<file path="config.mk">
export PLATFORM = sky130hd
export DESIGN_NAME = ptp_port_egress_timestamp
export DESIGN_NICKNAME = d
export VERILOG_FILES = /design/src/inc/ptp_egress_pkg.sv /design/src/verilog/ptp_port_egress_timestamp.sv /design/src/verilog/ts_capture.sv
export SDC_FILE = /design/constraint.sdc
export NUM_CORES = 1
export LEC_CHECK = 0
export ABC_CLOCK_PERIOD_IN_PS = 3800
export CAP_MARGIN = 20
export CORE_MARGIN = 3
export CORE_UTILIZATION = 30
export DETAILED_ROUTE_END_ITERATION = 6
export DONT_BUFFER_PORTS = 1
export PLACE_DENSITY_LB_ADDON = 0.05
export SYNTH_ARGS = -nofsm -noshare
export SYNTH_HDL_FRONTEND = slang
export SYNTH_SLANG_ARGS = --single-unit
</file>
<file path="constraint.sdc">
create_clock -name i_clk -period 3.8 [get_ports i_clk]
set_input_delay 0.76 -clock i_clk [delete_from_list [all_inputs] [get_ports i_clk]]
set_output_delay 0.76 -clock i_clk [all_outputs]
set_load 0.05 [all_outputs]
</file>
<file path="src/inc/ptp_egress_pkg.sv">
// Shared constants and types for the per-port timing egress timestamp block
package ptp_egress_pkg;

   // ****************************************************************
   // Register indices; byte address is four times the index
   // ****************************************************************
   localparam logic [7:0] IDX_TX_LATENCY = 8'h02;
   localparam logic [7:0] IDX_ASYMMETRY  = 8'h04;
   localparam logic [7:0] IDX_DREQ_HIGH  = 8'h08;
   localparam logic [7:0] IDX_DREQ_LOW   = 8'h0A;
   localparam logic [7:0] IDX_SYNC_HIGH  = 8'h0C;
   localparam logic [7:0] IDX_SYNC_LOW   = 8'h0E;
   localparam logic [7:0] IDX_DRESP_HIGH = 8'h10;
   localparam logic [7:0] IDX_DRESP_LOW  = 8'h12;
   localparam logic [7:0] IDX_FLAGS      = 8'h14;
   localparam logic [7:0] IDX_IRQ_ON     = 8'h16;

   localparam logic [7:0] ADDR_TX_LATENCY = 8'(IDX_TX_LATENCY * 4);
   localparam logic [7:0] ADDR_ASYMMETRY  = 8'(IDX_ASYMMETRY * 4);
   localparam logic [7:0] ADDR_DREQ_HIGH  = 8'(IDX_DREQ_HIGH * 4);
   localparam logic [7:0] ADDR_DREQ_LOW   = 8'(IDX_DREQ_LOW * 4);
   localparam logic [7:0] ADDR_SYNC_HIGH  = 8'(IDX_SYNC_HIGH * 4);
   localparam logic [7:0] ADDR_SYNC_LOW   = 8'(IDX_SYNC_LOW * 4);
   localparam logic [7:0] ADDR_DRESP_HIGH = 8'(IDX_DRESP_HIGH * 4);
   localparam logic [7:0] ADDR_DRESP_LOW  = 8'(IDX_DRESP_LOW * 4);
   localparam logic [7:0] ADDR_FLAGS      = 8'(IDX_FLAGS * 4);
   localparam logic [7:0] ADDR_IRQ_ON     = 8'(IDX_IRQ_ON * 4);

   // ****************************************************************
   // Field positions
   // ****************************************************************
   localparam int unsigned ASYM_SIGN_BIT  = 15;
   localparam int unsigned FLAG_SYNC_BIT  = 15;
   localparam int unsigned FLAG_DREQ_BIT  = 14;
   localparam int unsigned FLAG_DRESP_BIT = 13;
   localparam int unsigned CORR_FRAC_BITS = 16;

   // ****************************************************************
   // Reset values
   // ****************************************************************
   localparam logic [15:0] TX_LATENCY_RST = 16'h002D;
   localparam logic [15:0] ASYMMETRY_RST  = 16'h0000;
   localparam logic [31:0] TIMESTAMP_RST  = 32'h0000_0000;
   localparam logic [2:0]  FLAGS_RST      = 3'h0;

   // ****************************************************************
   // Message classes and datapath carriers
   // ****************************************************************
   typedef enum logic [2:0] {
      MSG_OTHER,
      MSG_SYNC,
      MSG_DELAY_REQ,
      MSG_PDELAY_REQ,
      MSG_PDELAY_RESP
   } msg_kind_type;

   typedef struct packed {
      logic         valid;
      logic         egress;
      msg_kind_type kind;
      logic [63:0]  corr;
   } corr_req_type;

   typedef struct packed {
      logic         valid;
      msg_kind_type kind;
      logic [31:0]  time_ns;
   } egress_event_type;

endpackage

</file>
<file path="src/verilog/ptp_port_egress_timestamp.sv">
// Per-port timing helper: asymmetry correction, egress timestamps, ready flags
//
// Function
// - Asymmetry bit 15 is sign, resets zero
// - Add signed asymmetry on ingress Sync, Pdelay_Resp
// - Subtract signed asymmetry on egress delay requests
// - Capture delay request egress time, two words
// - Capture Sync egress time, two read-only words
// - Capture Pdelay_Resp egress time, two words
// - Bit 15 flags Sync time, write-one clears
// - Bit 14 flags request time, write-one clears
// - Bit 13 flags response time, write-one clears
// - Port status is OR of flags
// - Enable bits 15:13, OR gives port enable
// - Writable transmit latency, default 45, offsets timestamps
`timescale 1ns/1ps
module ptp_port_egress_timestamp (
   input  wire logic                               i_clk,
   input  wire logic                               i_rst_n,
   input  wire logic                               i_psel,
   input  wire logic                               i_penable,
   input  wire logic                               i_pwrite,
   input  wire logic [7:0]                         i_paddr,
   input  wire logic [31:0]                        i_pwdata,
   output logic      [31:0]                        o_prdata,
   output logic                                    o_pready,
   output logic                                    o_pslverr,
   input  wire ptp_egress_pkg::corr_req_type       i_corr,
   output ptp_egress_pkg::corr_req_type            o_corr,
   input  wire ptp_egress_pkg::egress_event_type   i_egress,
   output logic                                    o_irq,
   output logic                                    o_port_ts_status,
   output logic                                    o_port_ts_enable
);
   import ptp_egress_pkg::*;

   // ****************************************************************
   // Declarations
   // ****************************************************************
   logic [15:0] tx_latency_q;
   logic [15:0] asymmetry_q;
   logic [2:0]  flags_q;
   logic [2:0]  irq_on_q;
   logic        access;
   logic        wr_en;
   logic        rd_hit;
   logic [31:0] rd_data;
   logic [31:0] egress_adj;
   logic        take_sync;
   logic        take_dreq;
   logic        take_dresp;
   logic [31:0] sync_time;
   logic [31:0] dreq_time;
   logic [31:0] dresp_time;
   logic        sync_ready;
   logic        dreq_ready;
   logic        dresp_ready;
   logic [2:0]  flag_set;
   logic [2:0]  flag_clr;
   logic [63:0] asym_scaled;
   logic        corr_adds;
   logic        corr_subs;
   logic        asymmetry_sign;
   logic [14:0] asymmetry_magnitude;

   // ****************************************************************
   // Bus slave
   // ****************************************************************

   // Access phase seen; answer comes one cycle later
   assign access = i_psel && i_penable;
   assign wr_en  = access && o_pready && i_pwrite;

   // Ready for one cycle per transfer, two-cycle access phase
   always_ff @(posedge i_clk or negedge i_rst_n) begin
      if (!i_rst_n) begin
         o_pready <= 1'b0;
      end else begin
         o_pready <= access && !o_pready;
      end
   end

   // Address decode for reads and for the error answer
   always_comb begin
      rd_hit  = 1'b1;
      rd_data = 32'h0000_0000;
      case (i_paddr)
         ADDR_TX_LATENCY: rd_data[15:0] = tx_latency_q;
         ADDR_ASYMMETRY:  rd_data[15:0] = asymmetry_q;
         ADDR_DREQ_HIGH:  rd_data[15:0] = dreq_time[31:16];
         ADDR_DREQ_LOW:   rd_data[15:0] = dreq_time[15:0];
         ADDR_SYNC_HIGH:  rd_data[15:0] = sync_time[31:16];
         ADDR_SYNC_LOW:   rd_data[15:0] = sync_time[15:0];
         ADDR_DRESP_HIGH: rd_data[15:0] = dresp_time[31:16];
         ADDR_DRESP_LOW:  rd_data[15:0] = dresp_time[15:0];
         ADDR_FLAGS:      rd_data[15:13] = flags_q;
         ADDR_IRQ_ON:     rd_data[15:13] = irq_on_q;
         default:         rd_hit = 1'b0;
      endcase
   end

   // Read data and error latched in the first access cycle
   always_ff @(posedge i_clk or negedge i_rst_n) begin
      if (!i_rst_n) begin
         o_prdata  <= 32'h0000_0000;
         o_pslverr <= 1'b0;
      end else if (access && !o_pready) begin
         o_prdata  <= i_pwrite ? 32'h0000_0000 : rd_data;
         o_pslverr <= !rd_hit;
      end else begin
         o_pslverr <= 1'b0;
      end
   end

   // ****************************************************************
   // Configuration registers
   // ****************************************************************

   // Transmit latency, software writable
   always_ff @(posedge i_clk or negedge i_rst_n) begin
      if (!i_rst_n) begin
         tx_latency_q <= TX_LATENCY_RST;
      end else if (wr_en && i_paddr == ADDR_TX_LATENCY) begin
         tx_latency_q <= i_pwdata[15:0];
      end
   end

   // Signed asymmetry: sign in bit 15, magnitude below
   always_ff @(posedge i_clk or negedge i_rst_n) begin
      if (!i_rst_n) begin
         asymmetry_q <= ASYMMETRY_RST;
      end else if (wr_en && i_paddr == ADDR_ASYMMETRY) begin
         asymmetry_q <= i_pwdata[15:0];
      end
   end

   // Per-class interrupt enables
   always_ff @(posedge i_clk or negedge i_rst_n) begin
      if (!i_rst_n) begin
         irq_on_q <= FLAGS_RST;
      end else if (wr_en && i_paddr == ADDR_IRQ_ON) begin
         irq_on_q <= i_pwdata[15:13];
      end
   end

   // ****************************************************************
   // Correction field datapath
   // ****************************************************************

   // Magnitude in whole ns, shifted to the scaled field
   assign asymmetry_sign      = asymmetry_q[ASYM_SIGN_BIT];
   assign asymmetry_magnitude = asymmetry_q[14:0];
   assign asym_scaled = {33'h0_0000_0000, asymmetry_magnitude, 16'h0000};

   // Ingress adds the signed value, egress requests subtract it
   always_comb begin
      corr_adds = 1'b0;
      corr_subs = 1'b0;
      if (!i_corr.egress && (i_corr.kind == MSG_SYNC || i_corr.kind == MSG_PDELAY_RESP)) begin
         corr_adds = !asymmetry_sign;
         corr_subs = asymmetry_sign;
      end else if (i_corr.egress && (i_corr.kind == MSG_DELAY_REQ || i_corr.kind == MSG_PDELAY_REQ)) begin
         corr_adds = asymmetry_sign;
         corr_subs = !asymmetry_sign;
      end
   end

   // Registered corrected message, other classes pass unchanged
   always_ff @(posedge i_clk or negedge i_rst_n) begin
      if (!i_rst_n) begin
         o_corr <= '0;
      end else begin
         o_corr <= i_corr;
         if (corr_adds) begin
            o_corr.corr <= i_corr.corr + asym_scaled;
         end else if (corr_subs) begin
            o_corr.corr <= i_corr.corr - asym_scaled;
         end
      end
   end

   // ****************************************************************
   // Egress timestamp capture
   // ****************************************************************

   // Raw egress point moved to the wire by the latency
   assign egress_adj = i_egress.time_ns + {16'h0000, tx_latency_q};
   assign take_sync  = i_egress.valid && i_egress.kind == MSG_SYNC;
   assign take_dreq  = i_egress.valid
                    && (i_egress.kind == MSG_DELAY_REQ || i_egress.kind == MSG_PDELAY_REQ);
   assign take_dresp = i_egress.valid && i_egress.kind == MSG_PDELAY_RESP;

   // Sync holding register
   ts_capture #(.W(32)) u_sync (
      .i_clk   (i_clk),
      .i_rst_n (i_rst_n),
      .i_take  (take_sync),
      .i_time  (egress_adj),
      .o_time  (sync_time),
      .o_ready (sync_ready)
   );

   // Delay request holding register
   ts_capture #(.W(32)) u_dreq (
      .i_clk   (i_clk),
      .i_rst_n (i_rst_n),
      .i_take  (take_dreq),
      .i_time  (egress_adj),
      .o_time  (dreq_time),
      .o_ready (dreq_ready)
   );

   // Delay response holding register
   ts_capture #(.W(32)) u_dresp (
      .i_clk   (i_clk),
      .i_rst_n (i_rst_n),
      .i_take  (take_dresp),
      .i_time  (egress_adj),
      .o_time  (dresp_time),
      .o_ready (dresp_ready)
   );

   // ****************************************************************
   // Ready flags and interrupt
   // ****************************************************************

   // Flags index 2..0 map to bits 15..13
   assign flag_set = {sync_ready, dreq_ready, dresp_ready};
   assign flag_clr = (wr_en && i_paddr == ADDR_FLAGS) ? i_pwdata[15:13] : 3'h0;

   // Sticky flags, a new event wins over a clear
   always_ff @(posedge i_clk or negedge i_rst_n) begin
      if (!i_rst_n) begin
         flags_q <= FLAGS_RST;
      end else begin
         flags_q <= (flags_q & ~flag_clr) | flag_set;
      end
   end

   // Port summaries and gated interrupt
   always_ff @(posedge i_clk or negedge i_rst_n) begin
      if (!i_rst_n) begin
         o_port_ts_status <= 1'b0;
         o_port_ts_enable <= 1'b0;
         o_irq            <= 1'b0;
      end else begin
         o_port_ts_status <= |flags_q;
         o_port_ts_enable <= |irq_on_q;
         o_irq            <= |(flags_q & irq_on_q);
      end
   end
endmodule

</file>
<file path="src/verilog/ts_capture.sv">
// One timestamp holding register with a delayed ready pulse
`timescale 1ns/1ps
module ts_capture #(
   parameter int unsigned W = 32
) (
   input  wire logic         i_clk,
   input  wire logic         i_rst_n,
   input  wire logic         i_take,
   input  wire logic [W-1:0] i_time,
   output logic      [W-1:0] o_time,
   output logic              o_ready
);

   // ****************************************************************
   // Capture and ready
   // ****************************************************************

   // Both words load together at the capture edge
   always_ff @(posedge i_clk or negedge i_rst_n) begin
      if (!i_rst_n) begin
         o_time <= '0;
      end else if (i_take) begin
         o_time <= i_time;
      end
   end

   // Ready rises at the same edge as the words load, one cycle after the take
   always_ff @(posedge i_clk or negedge i_rst_n) begin
      if (!i_rst_n) begin
         o_ready <= 1'b0;
      end else begin
         o_ready <= i_take;
      end
   end
endmodule
</file>
======== Yosys cells after proc, flatten, opt, wreduce, memory -nomap -nowiden ========
Cells that the tools add are included.
operators by class
  $add $sub $neg .......................... 3
  equality and inequality tests ........... 18
  multiplexer cells ....................... 12
  bitwise operators ....................... 4
  reduce and logical (&&, ||, !) cells .... 24
operators with widths
  cell                  number
  $mux W64              2
  $pmux W13 S8          1
  $add A64 B31 Y64      1
  $sub A64 B31 Y64      1
  $add A32 B16 Y32      1
  $eq A8 B6 Y1 const B  4
  $eq A8 B7 Y1 const B  4
  $pmux W3 S10          1
  $mux W16              1
  $logic_and A1 B1 Y1   13
  $eq A3 B2 Y1 const B  4
  $reduce_or A10 Y1     1
  $reduce_or A3 Y1      3
  $eq A8 B4 Y1 const B  1
  $eq A8 B5 Y1 const B  1
  $and A3 B3 Y3         2
  $eq A3 B1 Y1 const B  2
  $eq A3 B3 Y1 const B  2
  $mux W1               6
  $logic_not A1 Y1      4
  $logic_or A1 B1 Y1    3
  $mux W3               1
  $not A3 Y3            1
  $or A3 B3 Y3          1
word-level totals
  register bits ........................... 243
  output and inout port bits .............. 106
  word-level logic and storage cells ...... 81

======== Logic depth before layout (Yosys ltp) ========
  depth in word-level cells ............... 8
  depth in mapped cells ................... 11
  depth with buffers taken out ............ 11

======== Cells and area by module ========
Synthesis repeated with hierarchy kept, for this count alone.
unflattened totals
  cell total of the unflattened synthesis .. 1313
  area total of the unflattened synthesis .. 13725.7 um2
modules (own cells, without submodules)
  module                     times used  cells each  area an instance (um2)
  ptp_port_egress_timestamp  1           1106        9615.5
  ts_capture                 3           69          1370.1

======== Worst setup path before layout ========
Ideal clock, no wire load.
  kind .................................... input port to flip-flop
  from .................................... input i_corr[16] (netlist name)
  to ...................................... register o_corr[56] (netlist name)
  library setup time ...................... 123 ps
  data arrival time ....................... 2886 ps
  data required time ...................... 3677 ps
  setup slack ............................. 791 ps
  cell stages on the path ................. 10
  cell sequence ........................... ha_1 > inv_1 > fa_1 > o21ba_1 > nor3_2 > o311ai_1 > a211o_1 > a2111oi_0 > o21ai_1 > xnor2_1
on the way
  longest elaborated chain between the ends .. 3
ends and longest elaborated chain
  item                    RTL line                          RTL
  start: declaration      ptp_port_egress_timestamp.sv:28   input wire ptp_egress_pkg::corr_req_type i_corr,
  $sub A64 B31 Y64        ptp_port_egress_timestamp.sv:177  o_corr.corr <= i_corr.corr - asym_scaled;
  $mux W64                ptp_port_egress_timestamp.sv:176  end else if (corr_subs) begin
  $mux W64 (*)            ptp_port_egress_timestamp.sv:174  if (corr_adds) begin
  end signal: assignment  ptp_port_egress_timestamp.sv:173  o_corr <= i_corr;
  end: declaration        ptp_port_egress_timestamp.sv:29   output ptp_egress_pkg::corr_req_type o_corr,
Every way passes the cells marked *; elsewhere a longest branch is shown, timed or not.
A chain may end at the register's enable or synchronous reset.

======== Final worst setup path ========
  from .................................... register tx_latency_q[0]
  to ...................................... register u_dresp.o_time[22]
on the way
  longest elaborated chain between the ends .. 1
ends and longest elaborated chain
  item                      RTL line                          RTL
  start: declaration        ptp_port_egress_timestamp.sv:40   logic [15:0] tx_latency_q;
  start signal: assignment  ptp_port_egress_timestamp.sv:124  tx_latency_q <= i_pwdata[15:0];
  $add A32 B16 Y32          ptp_port_egress_timestamp.sv:187  assign egress_adj = i_egress.time_ns + {16'h0000, tx_latency_q};
  end signal: assignment    ts_capture.sv:23                  o_time <= i_time;
  end: declaration          ts_capture.sv:10                  output logic [W-1:0] o_time,
No other way between the ends.

==> flow_summary_export.csv <==
group,metric,value,unit
status,outcome,"complete, but fails checks",
status,violations,"negative hold slack",
floorplan,rows,76,
global_routing,grt_pass1_vias,11211,
sta,finalSetupViolations,0,
floorplan,chipHeight,216.9,um
final_layout,fin_nets,1639,
detailed_routing,vias,11143,
min_path,hold_class,"input port to asynchronous set/reset pin",
synth,synthArstFlopShare,100.0,%
synth,ys_types,88,
sta,hold_ws,-0.08886,ns
worst_setup_path,setup.worst_path.start,"tx_latency_q[0]",
clock_tree,path_clk_slew,0.06,ns
clock_tree,htreeDepth,1,
detailed_routing,routedWlPerCell,23.96,um
synth,synth_cells,1456,
detailed_routing,drtIter0Drc,693,
worst_setup_path,ff2ff_path_depth,10,
final_layout,layout-drive-gt1-share,9.781,%
clock_tree,clkSinkCount,227,
worst_setup_path,ff2ff_setup_slack,0.37,ns
final_layout,stdcell_count,2047,
worst_setup_path,worstSetupPathType,"register to register",
worst_setup_path,cp-endpoint,"u_dresp.o_time[22]",
clock_tree,cts_made_buffers,29,
sta,rsz0062_at_grt,"no",
sta,drv_slew,0,
worst_setup_path,crit_path_start_kind,"register",
synth,yosysTopAreaCell,"dfrtp_1",
sta,final_hold_viol_count,80,
power,ir_drop,0.3435,mV
sta,setup_ws,0.3697,ns
placed_design,routabilityCongestion,0.8581,
worst_setup_path,cp-end-kind,"register",
final_layout,num_antenna_cells,0,
clock_tree,cts-root-buf,"clkbuf_16",
power,powerDensity,424.3,mW/mm^2
placed_design,io_buffers,0,
placed_design,pre_cts_ws,0.2058,ns
global_routing,antenna_found_initial,0,
sta,slew_headroom,41.86,%
sta,max_freq,291.5,MHz
floorplan,fp.dieArea,0.04704,mm^2
clock_tree,ctsResizeCount,0,
floorplan,core,0.04346,mm^2
global_routing,grt_max_degree,228,
worst_setup_path,r2r_start,"tx_latency_q[0]",
detailed_routing,wl,49050,um
synth,synth_edf_count,0,
floorplan,initial_utilization,30.70,%
worst_setup_path,crit_path_top_delay_cell,"o21ai_0",
synth,yosysWarningCount,0,
synth,syn_area_per_cell,9.164,um^2
floorplan,die_w,216.9,um
sta,worstMarginPinSlew,0.8641,ns
detailed_routing,drtAntennaViolNets,0,
final_layout,post-route-util,34.43,%
synth,synth_ff_type,"dfrtp_1",
synth,synth-seq-area-share,42.61,%
sta,period_share,90.27,%
detailed_routing,remaining_drc_errors,0,
power,leakagePower,6.284,nW
clock_tree,cts_buffer_depth,3,
clock_tree,cts_setup_buffers,0,
synth,synth_top_area_share,41.82,%
global_routing,grtUsageTotal,20.36,%
global_routing,overflow,0,
clock_tree,tritoncts,"built",
sta,tns,0,ns
detailed_routing,firstDrtPassIters,6,
floorplan,io_pins,256,
flow_run,maxCapViolCount,0,
worst_setup_path,path_max_fanout,5,
global_routing,grt_first_pass_wirelength,73840,um
sta,period_needed,3.430,ns
sta,finClkSkew,0.01599,ns
placed_design,dp.cells,1994,
worst_setup_path,worstPathCellList,"ha_1, inv_1, fa_1, nor2b_1, o2111ai_1, a31oi_1, a211oi_1, o21ai_0, a21boi_0, o31a_1",
worst_setup_path,reg2reg_to,"u_dresp.o_time[22]",
synth,ys_top_cells_by_area,"dfrtp_1 (42%), o21ai_0 (6.0%), nand2_1 (6.0%), ha_1 (4.3%), mux2_2 (2.4%)",
clock_tree,clock_latency,0.56,ns
worst_setup_path,max_stage_delay,0.59,ns
synth,syn_area,0.01334,mm^2
worst_setup_path,crit_required,4.25,ns
placed_design,dp_hpwl,36880,um
synth,ys_ff_latch,227,
detailed_routing,via_per_inst,5.444,
worst_setup_path,crit_arrival,3.88,ns
final_layout,area_growth,12.12,%
kinds of logic after synthesis:
kind of cell | Yosys count | share of synthesized area, %
AOI/OAI and AO/OA | 435 | 21.98
adders and majority gates | 49 | 4.764
xor gates and xnor gates | 61 | 4.060
DFF | 227 | 42.61
other | 1 | 0.02811
buffers and inverters | 141 | 4.529
and+or+nand+nor | 499 | 18.35
muxes | 43 | 3.676
where the power goes:
group / switching (mW) / total, mW / internal (mW)
clock: 1.08 / 2.73 / 1.66
combinational: 0.385 / 0.635 / 0.250
sequential: 0.321 / 2.98 / 2.66
area by class of cell:
cell class	count	area [um^2]
tap	585	732.0
clock buffer	47	893.4
sequential	227	5685
multi-input combinational	1103	7142
fill	4506	28500
timing repair buffer	35	287.8
inverter	44	165.2
clock inverter	6	55.05
synth_stat cells, types with 14 or more instances:
library cell,instances
mux2_2,28
nor4_1,20
xnor2_1,32
clkbuf_1,61
a22o_1,16
nand4_1,25
a221o_1,18
o211ai_1,14
ha_1,46
nor2_1,69
a22oi_1,21
a21o_1,15
dfrtp_1,223
nor3_1,27
nand3_1,33
or3_1,17
nand2_1,212
and3_1,17
xor2_1,28
inv_1,41
a21oi_1,60
o21ai_0,161
buf_4,16
metrics by stage:
stage / area (um^2) / total power, mW
2_1_floorplan: 13400 / 3.484
3_3_place_gp: 14010 / 3.653
3_5_place_dp: 14010 / 3.662
4_1_cts: 14960 / 6.457
5_1_grt: 14960 / 6.665
6_report: 14960 / 6.348
state kept, by name, summed over array words and instances, names as in the netlist, 16 cells and up:
name            count
u_sync.o_time      32
u_dreq.o_time      32
asymmetry_q        16
o_corr             69
o_prdata           16
u_dresp.o_time     32
tx_latency_q       16
critical path: cells and delay by family (launching register included):
family	cells	cell delay (ns)
AOI/OAI and AO/OA	6	1.91
adders and majority gates	2	0.65
DFF	1	0.55
and+or+nand+nor	1	0.16
buffers and inverters	1	0.08
layer usage:
metal	global-route usage (%)	share of wire, %	vias to the layer above
li1	-	-	5295
met1	27.28	44	5486
met2	33.93	48	295
met3	3.421	5.1	67
met4	5.980	2.6	0
met5	0	0	-
layout by cell type (no fill, tap or decap), types with 16 or more instances in the layout:
cell       instances
dfrtp_1          223
nand2_1          212
o21ai_0          161
nor2_1            69
a21oi_1           60
ha_1              46
inv_1             41
nand3_1           33
buf_4             33
xnor2_1           32
clkbuf_16         29
xor2_1            28
mux2_2            28
nor3_1            27
nand4_1           25
a22oi_1           21
nor4_1            20
a221o_1           18
and3_1            17
or3_1             17
a22o_1            16
conb_1            16
worst min path at each step:
stage	startpoint	endpoint	slack [ns]	cells past startpoint
2_1_floorplan	u_dresp.o_ready	flags_q[0]	0.40	1
3_5_place_dp	u_dreq.o_ready	flags_q[1]	0.42	1
3_3_place_gp	u_dreq.o_ready	flags_q[1]	0.41	1
4_1_cts	i_rst_n	o_corr[25]	-0.13	0
6_report	i_rst_n	o_corr[25]	-0.09	0
5_1_grt	i_rst_n	o_corr[16]	-0.13	0
Power figures use the tool's default switching activity.
